### src/verilog/pfg_pkg.sv
`default_nettype none
package pfg_pkg;

    // Pin counts of the two ports handled here
    localparam int unsigned PFG_PF_W = 8;
    localparam int unsigned PFG_PG_W = 5;

    // Port F upper pins claimed by the test port
    localparam int unsigned PFG_PF_TCK = 4;
    localparam int unsigned PFG_PF_TMS = 5;
    localparam int unsigned PFG_PF_TDO = 6;
    localparam int unsigned PFG_PF_TDI = 7;

    // Port G pins
    localparam int unsigned PFG_PG_WR      = 0;
    localparam int unsigned PFG_PG_RD      = 1;
    localparam int unsigned PFG_PG_ALE     = 2;
    localparam int unsigned PFG_PG_OSC_OUT = 3;
    localparam int unsigned PFG_PG_OSC_IN  = 4;

    // Address map: short I/O range, data-space offset, extended space
    localparam logic [7:0] PFG_IO_TOP      = 8'h3f;
    localparam logic [7:0] PFG_DS_IO_BASE  = 8'h20;
    localparam logic [7:0] PFG_DS_EXT_BASE = 8'h60;
    localparam logic [7:0] PFG_OFS_PORT_A  = 8'h1b;
    localparam logic [7:0] PFG_OFS_MISC    = 8'h20;

    // Reset values and implemented bits
    localparam logic [7:0] PFG_PORT_A_RST  = 8'h00;
    localparam logic [7:0] PFG_MISC_RST    = 8'h00;
    localparam int unsigned PFG_PU_DIS_BIT = 2;
    localparam logic [7:0] PFG_MISC_MASK   = 8'h04;
    localparam logic [7:0] PFG_RDATA_NONE  = 8'h00;

    // One override set for one pin
    typedef struct packed {
        logic pu_en;
        logic pu_val;
        logic dir_en;
        logic dir_val;
        logic val_en;
        logic val_val;
        logic ie_en;
        logic ie_val;
    } pfg_ovr_s;

    localparam pfg_ovr_s PFG_OVR_NONE = '0;

    // Resolved control for one pad
    typedef struct packed {
        logic pu;
        logic oe;
        logic o;
        logic ie;
    } pfg_pad_s;

    // Core I/O register bus request
    typedef struct packed {
        logic       short_io;
        logic [7:0] addr;
        logic       wr;
        logic       rd;
        logic [7:0] wdata;
    } pfg_bus_s;

    // Alternate-function controls from the test port, timer and memory
    typedef struct packed {
        logic test_port_enable;
        logic shift_ir;
        logic shift_dr;
        logic tdo_data;
        logic async_timer_clock_select;
        logic external_memory_enable;
        logic ale;
        logic rd_strobe;
        logic wr_strobe;
        logic legacy_mode;
    } pfg_alt_s;

endpackage
`default_nettype wire
### src/verilog/pfg_override.sv
`timescale 1ns/100ps
`default_nettype none

module pfg_pin_cell (
    input  wire pfg_pkg::pfg_ovr_s ovr,
    input  wire logic              dir_bit,
    input  wire logic              out_bit,
    input  wire logic              pullup_off,
    output var pfg_pkg::pfg_pad_s  pad
);
    import pfg_pkg::*;

    logic pu_norm;

    assign pu_norm = ~dir_bit & out_bit & ~pullup_off;

    always_comb begin
        pad.pu = ovr.pu_en  ? ovr.pu_val  : pu_norm;
        pad.oe = ovr.dir_en ? ovr.dir_val : dir_bit;
        pad.o  = ovr.val_en ? ovr.val_val : out_bit;
        pad.ie = ovr.ie_en  ? ovr.ie_val  : 1'b1;
    end
endmodule

module pfg_override (
    input  wire logic                      core_clk,
    input  wire logic                      rstn,
    input  wire pfg_pkg::pfg_bus_s         bus,
    input  wire pfg_pkg::pfg_alt_s         alt,
    input  wire logic [pfg_pkg::PFG_PF_W-1:0] pf_dir_bits,
    input  wire logic [pfg_pkg::PFG_PF_W-1:0] pf_out_bits,
    input  wire logic [pfg_pkg::PFG_PG_W-1:0] pg_dir_bits,
    input  wire logic [pfg_pkg::PFG_PG_W-1:0] pg_out_bits,
    input  wire logic [pfg_pkg::PFG_PF_W-1:0] pf_pin_i,
    input  wire logic [pfg_pkg::PFG_PG_W-1:0] pg_pin_i,
    output logic [7:0]                     bus_rdata,
    output logic                           bus_ack,
    output logic                           bus_ext_access,
    output logic [7:0]                     port_a_output_data,
    output logic                           global_pullup_off,
    output logic [pfg_pkg::PFG_PF_W-1:0]   pf_o,
    output logic [pfg_pkg::PFG_PF_W-1:0]   pf_oe,
    output logic [pfg_pkg::PFG_PF_W-1:0]   pf_pu,
    output logic [pfg_pkg::PFG_PF_W-1:0]   pf_din,
    output logic [pfg_pkg::PFG_PG_W-1:0]   pg_o,
    output logic [pfg_pkg::PFG_PG_W-1:0]   pg_oe,
    output logic [pfg_pkg::PFG_PG_W-1:0]   pg_pu,
    output logic [pfg_pkg::PFG_PG_W-1:0]   pg_din,
    output logic                           timer_osc_in,
    output logic                           timer_osc_out
);
    import pfg_pkg::*;

    localparam logic [7:0] DS_PORT_A = PFG_OFS_PORT_A + PFG_DS_IO_BASE;
    localparam logic [7:0] DS_MISC   = PFG_OFS_MISC + PFG_DS_IO_BASE;

    logic [7:0]          port_a_q;
    logic [7:0]          misc_q;
    logic [7:0]          rdata_q;
    logic                ack_q;
    logic                ext_q;
    logic                pu_dis;

    logic [7:0]          eff_addr;
    logic                addr_ok;
    logic                hit_port_a;
    logic                hit_misc;
    logic                hit_ext;
    logic                access;

    pfg_ovr_s            pf_ovr [PFG_PF_W];
    pfg_ovr_s            pg_ovr [PFG_PG_W];
    pfg_pad_s            pf_pad [PFG_PF_W];
    pfg_pad_s            pg_pad [PFG_PG_W];

    logic [PFG_PF_W-1:0] pf_meta_q;
    logic [PFG_PF_W-1:0] pf_sync_q;
    logic [PFG_PG_W-1:0] pg_meta_q;
    logic [PFG_PG_W-1:0] pg_sync_q;

    logic [PFG_PF_W-1:0] pf_o_q;
    logic [PFG_PF_W-1:0] pf_oe_q;
    logic [PFG_PF_W-1:0] pf_pu_q;
    logic [PFG_PF_W-1:0] pf_din_q;
    logic [PFG_PG_W-1:0] pg_o_q;
    logic [PFG_PG_W-1:0] pg_oe_q;
    logic [PFG_PG_W-1:0] pg_pu_q;
    logic [PFG_PG_W-1:0] pg_din_q;
    logic                osc_in_q;
    logic                osc_out_q;

    logic                jtag_on;
    logic                osc_on;
    logic                xmem_on;

    assign pu_dis = misc_q[PFG_PU_DIS_BIT];

    // Address decode of the core I/O bus
    always_comb begin
        eff_addr = bus.addr;
        addr_ok  = 1'b1;
        if (bus.short_io) begin
            addr_ok  = (bus.addr <= PFG_IO_TOP);
            eff_addr = bus.addr + PFG_DS_IO_BASE;
        end
    end

    assign access     = bus.rd | bus.wr;
    assign hit_port_a = addr_ok & (eff_addr == DS_PORT_A);
    assign hit_misc   = addr_ok & (eff_addr == DS_MISC);
    // extended space by data access only
    assign hit_ext    = ~bus.short_io & (bus.addr >= PFG_DS_EXT_BASE);

    always_ff @(posedge core_clk or negedge rstn) begin
        if (!rstn) begin
            port_a_q <= PFG_PORT_A_RST;
        end else if (bus.wr && hit_port_a) begin
            port_a_q <= bus.wdata;
        end
    end

    always_ff @(posedge core_clk or negedge rstn) begin
        if (!rstn) begin
            misc_q <= PFG_MISC_RST;
        end else if (bus.wr && hit_misc) begin
            misc_q <= bus.wdata & PFG_MISC_MASK;
        end
    end

    // Read data and access acknowledge, one cycle after the request
    always_ff @(posedge core_clk or negedge rstn) begin
        if (!rstn) begin
            rdata_q <= PFG_RDATA_NONE;
            ack_q   <= 1'b0;
            ext_q   <= 1'b0;
        end else begin
            ack_q <= access & (hit_port_a | hit_misc);
            ext_q <= access & hit_ext;
            if (bus.rd && hit_port_a) begin
                rdata_q <= port_a_q;
            end else if (bus.rd && hit_misc) begin
                rdata_q <= misc_q;
            end else begin
                rdata_q <= PFG_RDATA_NONE;
            end
        end
    end

    assign jtag_on = alt.test_port_enable;
    // legacy mode keeps Port G on its alternate functions
    assign osc_on  = alt.async_timer_clock_select | alt.legacy_mode;
    assign xmem_on = alt.external_memory_enable | alt.legacy_mode;

    // Port F override sets
    always_comb begin
        for (int i = 0; i < PFG_PF_W; i++) begin
            pf_ovr[i] = PFG_OVR_NONE;
        end
        for (int i = PFG_PF_TCK; i <= PFG_PF_TDI; i++) begin
            pf_ovr[i].dir_en  = jtag_on;
            pf_ovr[i].dir_val = 1'b0;
            pf_ovr[i].ie_en   = jtag_on;
            pf_ovr[i].ie_val  = 1'b0;
            pf_ovr[i].pu_en   = jtag_on;
            pf_ovr[i].pu_val  = (i != PFG_PF_TDO);
        end
        pf_ovr[PFG_PF_TDO].dir_val = alt.shift_ir | alt.shift_dr;
        pf_ovr[PFG_PF_TDO].val_en  = jtag_on;
        pf_ovr[PFG_PF_TDO].val_val = alt.tdo_data;
    end

    // Port G override sets
    always_comb begin
        for (int i = 0; i < PFG_PG_W; i++) begin
            pg_ovr[i] = PFG_OVR_NONE;
        end
        for (int i = PFG_PG_OSC_OUT; i <= PFG_PG_OSC_IN; i++) begin
            // neither oscillator pin usable as I/O
            pg_ovr[i].pu_en   = osc_on;
            pg_ovr[i].pu_val  = 1'b0;
            pg_ovr[i].dir_en  = osc_on;
            pg_ovr[i].dir_val = 1'b0;
            pg_ovr[i].ie_en   = osc_on;
            pg_ovr[i].ie_val  = 1'b0;
        end
        for (int i = PFG_PG_WR; i <= PFG_PG_ALE; i++) begin
            pg_ovr[i].pu_en   = xmem_on;
            pg_ovr[i].pu_val  = 1'b0;
            pg_ovr[i].dir_en  = xmem_on;
            pg_ovr[i].dir_val = 1'b1;
            pg_ovr[i].val_en  = xmem_on;
        end
        pg_ovr[PFG_PG_ALE].val_val = alt.ale;
        pg_ovr[PFG_PG_RD].val_val  = alt.rd_strobe;
        pg_ovr[PFG_PG_WR].val_val  = alt.wr_strobe;
    end

    for (genvar i = 0; i < PFG_PF_W; i++) begin : g_pf
        pfg_pin_cell u_cell (
            .ovr        (pf_ovr[i]),
            .dir_bit    (pf_dir_bits[i]),
            .out_bit    (pf_out_bits[i]),
            .pullup_off (pu_dis),
            .pad        (pf_pad[i])
        );
    end

    for (genvar i = 0; i < PFG_PG_W; i++) begin : g_pg
        pfg_pin_cell u_cell (
            .ovr        (pg_ovr[i]),
            .dir_bit    (pg_dir_bits[i]),
            .out_bit    (pg_out_bits[i]),
            .pullup_off (pu_dis),
            .pad        (pg_pad[i])
        );
    end

    // Pin input synchronisers
    always_ff @(posedge core_clk or negedge rstn) begin
        if (!rstn) begin
            pf_meta_q <= '0;
            pf_sync_q <= '0;
            pg_meta_q <= '0;
            pg_sync_q <= '0;
        end else begin
            pf_meta_q <= pf_pin_i;
            pf_sync_q <= pf_meta_q;
            pg_meta_q <= pg_pin_i;
            pg_sync_q <= pg_meta_q;
        end
    end

    // Registered Port F pad controls
    always_ff @(posedge core_clk or negedge rstn) begin
        if (!rstn) begin
            pf_o_q   <= '0;
            pf_oe_q  <= '0;
            pf_pu_q  <= '0;
            pf_din_q <= '0;
        end else begin
            for (int i = 0; i < PFG_PF_W; i++) begin
                pf_o_q[i]   <= pf_pad[i].o;
                pf_oe_q[i]  <= pf_pad[i].oe;
                pf_pu_q[i]  <= pf_pad[i].pu;
                pf_din_q[i] <= pf_sync_q[i] & pf_pad[i].ie;
            end
        end
    end

    // Registered Port G pad controls
    always_ff @(posedge core_clk or negedge rstn) begin
        if (!rstn) begin
            pg_o_q   <= '0;
            pg_oe_q  <= '0;
            pg_pu_q  <= '0;
            pg_din_q <= '0;
        end else begin
            for (int i = 0; i < PFG_PG_W; i++) begin
                pg_o_q[i]   <= pg_pad[i].o;
                pg_oe_q[i]  <= pg_pad[i].oe;
                pg_pu_q[i]  <= pg_pad[i].pu;
                pg_din_q[i] <= pg_sync_q[i] & pg_pad[i].ie;
            end
        end
    end

    always_ff @(posedge core_clk or negedge rstn) begin
        if (!rstn) begin
            osc_in_q  <= 1'b0;
            osc_out_q <= 1'b0;
        end else begin
            osc_in_q  <= osc_on;
            osc_out_q <= osc_on;
        end
    end

    assign bus_rdata          = rdata_q;
    assign bus_ack            = ack_q;
    assign bus_ext_access     = ext_q;
    assign port_a_output_data = port_a_q;
    assign global_pullup_off  = pu_dis;
    assign pf_o               = pf_o_q;
    assign pf_oe              = pf_oe_q;
    assign pf_pu              = pf_pu_q;
    assign pf_din             = pf_din_q;
    assign pg_o               = pg_o_q;
    assign pg_oe              = pg_oe_q;
    assign pg_pu              = pg_pu_q;
    assign pg_din             = pg_din_q;
    assign timer_osc_in       = osc_in_q;
    assign timer_osc_out      = osc_out_q;

endmodule
`default_nettype wire

### config.mk
export PLATFORM = sky130hd
export DESIGN_NAME = pfg_override
export DESIGN_NICKNAME = d
export VERILOG_FILES = /design/src/verilog/pfg_pkg.sv /design/src/verilog/pfg_override.sv
export SDC_FILE = /design/constraint.sdc
export NUM_CORES = 1
export LEC_CHECK = 0
export CAP_MARGIN = 0
export CORE_MARGIN = 2
export CORE_UTILIZATION = 35
export DETAILED_ROUTE_END_ITERATION = 8
export DONT_BUFFER_PORTS = 1
export PLACE_DENSITY = 0.58
export RECOVER_POWER = 100
export SETUP_SLACK_MARGIN = 0.15
export SLEW_MARGIN = 40
export SYNTH_ARGS = -nofsm -noshare
export SYNTH_HDL_FRONTEND = slang
export SYNTH_HIERARCHICAL = 1
export SYNTH_SLANG_ARGS = --single-unit
### constraint.sdc
create_clock -name core_clk -period 1.21 [get_ports core_clk]
set_input_delay 0.363 -clock core_clk [delete_from_list [all_inputs] [get_ports core_clk]]
set_output_delay 0.363 -clock core_clk [all_outputs]
set_load 0.01 [all_outputs]
==> flow_summary.yaml <==
clocking:
  cts.path.max_buffers: 2
  htree_num_levels: 3
  cts_tree: "done"
  clockRootBuffer: "clkbuf_8"
  clkSlewWorstSetupHoldPaths_ps: 100
  cts_made_buffers: 9
  clock-sinks: 98
  clk-insertion-delay-late_ps: 350
synth:
  ys_seq_elements: 98
  synthMuxAreaShare: 0.0703
  synth_top_family_by_area: "simple AND/OR/NAND/NOR gates"
  synth_most_common_cell: "dfrtp_1"
  synth_edf_count: 0
  synth_compound_area_frac: 0.0912
  async_reset_ff_frac: 1.00
  synth_area_um2: 3530
  synth_seq_area_share: 0.696
  yosys_warnings: 6
  synth_xor_area_frac: 0
  ys_dominant_reg_cell: "dfrtp_1"
  yosys.area.top_type_share: 0.696
  syn_avg_cell_area_um2: 14.3
  synthAdderAreaFrac: 0.00355
  synth_simple_gate_area_frac: 0.118
  yosysUniqueCellTypes: 27
  synth_area_leaders: "dfrtp_1 70%, mux2_2 7.0%, o41ai_2 6.0%"
  synthTopCellsByCount: "98 x dfrtp_1, 27 x nand2_1, 22 x mux2_2"
  syn_inst: 247
  yosysTopAreaCell: "dfrtp_1"
sta:
  max_freq_mhz: 628
  fin_skew_ps: 5.81
  fin_ws_ps: -382
  slew_violations: 0
  maxSlewHeadroom: 0.444
  worstMarginPinSlew_ps: 834
  setup_violations: 20
  rsz0062_at_grt: "true"
  post-route-period-util: 1.32
  min_period_ps: 1590
  fin_hold_ws_ps: -317
  hold_viol_final: 98
finish:
  syn_to_final_growth_pct: 27.4
  utilization: 0.459
  fin_nets: 428
  fin_cells: 496
  drive_gt1_frac: 0.196
  num-fill-cells: 915
placement:
  dp_cells: 462
  dp_hpwl_mm: 4.71
  port_buffers: 0
  gp_congestion: 0.721
  place_ws_ps: -849
critical_path:
  start_kind: "input port"
  endpoint_kind: "flop"
  critical_path_class: "in -> reg"
  crit_path_max_fanout: 8
  critPathRequiredTime_ps: 1460
  worst-endpoint-arrival_ps: 1840
detailed_routing:
  ant_nets: 0
  via_per_inst: 4.10
  dr_total_vias: 2034
  wl_per_cell_um: 13.4
  drt_iter0_markers: 69
  drc: 0
  drtPass1Iterations: 4
  wl_mm: 6.66
global_route:
  gr-total-overflow: 0
  antenna_found_initial: 1
  grt_first_pass_wirelength_mm: 11.0
  grt_max_degree: 99
  grt_usage: 0.132
  first_global_vias: 2117
flow_run:
  maxCapViolCount: 0
floorplan:
  die_w_um: 104
  core_area_um2: 9770
  fp-row-count: 36
  die_h_um: 104
  initial_core_util: 0.361
  dieArea_um2: 10900
  io_pins: 143
power_and_ir_drop:
  power_density_nw_per_um2: 1350
  leakage_uw: 0.00210
  ir_drop_mv: 0.720
worst_hold_path:
  hp-class: "in -> async"
status:
  violations: "negative hold slack, negative setup slack"
  status: "finished with violations"
[where the power goes]
group	switching, uW	leakage, uW	internal [uW]
registers	157	0.00120	3460
logic	147	0.000810	179
clock network	1140	0.0000954	986
total	1440	0.00210	4620
[flip-flops by register name, summed over array words and instances (netlist names)]
name,cells
pf_pu,8
pf_oe,8
bus_ack,1
pg_din,5
pg_pu,5
pf_din,8
bus_ext_access,1
pg_sync_q,5
pg_o,5
pg_meta_q,5
port_a_output_data,8
timer_osc_out,1
misc_q,1
pf_o,8
pf_meta_q,8
pg_oe,5
pf_sync_q,8
bus_rdata,8
[area by class of cell]
type / instances / area [um^2] / share of cell area
Sequential cell: 98 / 2460 / 0.548
Multi-Input combinational cell: 216 / 1420 / 0.317
Timing Repair Buffer: 19 / 186 / 0.0415
Tap cell: 133 / 166 / 0.0371
Clock buffer: 10 / 128 / 0.0284
Clock inverter: 6 / 73.8 / 0.0164
Inverter: 13 / 48.8 / 0.0109
Antenna cell: 1 / 2.50 / 0.000557
[placed cells by master, fill, tap and decap left out, drive strengths merged]
| cell | n |
|---|---|
| and2 | 20 |
| ha | 1 |
| or2 | 3 |
| nand3 | 2 |
| a21oi | 1 |
| and3 | 2 |
| diode | 1 |
| clkbuf | 12 |
| conb | 84 |
| o21ai | 13 |
| o41ai | 13 |
| mux2 | 22 |
| nor4 | 1 |
| clkinvlp | 2 |
| nand2 | 27 |
| o21a | 1 |
| or3b | 3 |
| or4 | 1 |
| a22oi | 1 |
| buf | 4 |
| a211oi | 2 |
| bufinv | 1 |
| nand2b | 13 |
| nor2 | 4 |
| dfrtp | 98 |
| inv | 16 |
| nand4 | 1 |
| dlygate4sd3 | 13 |
| nor3 | 1 |
[worst max-delay path, cell delays in order]
cell      delay [ps]
ha_4             220
or3b_4           380
a211oi_4         230
and3_4           230
buf_12           130
mux2_4           300
[routing by layer]
metal  up-vias  track usage  wire length (um)
met5         -            0                 0
met4         0       0.0579               107
met3         8       0.0564               545
met2        72        0.218              3550
met1       988        0.149              2460
li1        966            -                 -
[path summary, 6_finish.rpt]
path / start / slack, ps / cells after the start / end
setup reg to reg: misc_q[2] / -30 / 2 / pg_pu[0]
hold / removal: rstn / -320 / 0 / pg_din[2]
setup / recovery: bus[16] / -380 / 6 / port_a_output_data[7]
hold reg to reg: pg_meta_q[3] / 350 / 0 / pg_sync_q[3]
min in group core_clk: bus[17] / 70 / 1 / bus_ack
max in group asynchronous: rstn / 1390 / 0 / pf_oe[3]
[kinds of logic after synthesis]
group           after synthesis
compound gates               31
fa+ha+maj                     1
buf+inv                      15
flops                        98
mux                          22
other cells                   2
simple gates                 78
[repair_timing]
| item | in CTS | in global routing |
|---|---|---|
| pin swaps | 7 | 4 |
| gates resized for setup | 8 | 12 |
| gates cloned | 0 | 0 |
| setup endpoints to repair | 98 | 100 |
| hold endpoints to repair | 107 | 102 |
| hold buffers | 9 | 4 |
| setup buffers | 4 | 0 |
[per-stage QoR]
step | instance area [um^2] | setup TNS, ps | power [uW]
6_report | 4490 | -5410 | 6060
5_1_grt | 4490 | -5790 | 6390
4_1_cts | 4420 | -5370 | 6160
3_5_place_dp | 4060 | -11840 | 3960
3_3_place_gp | 4060 | -11580 | 3950
2_1_floorplan | 3890 | -9780 | 3890
Power figures use the tool's default switching activity.
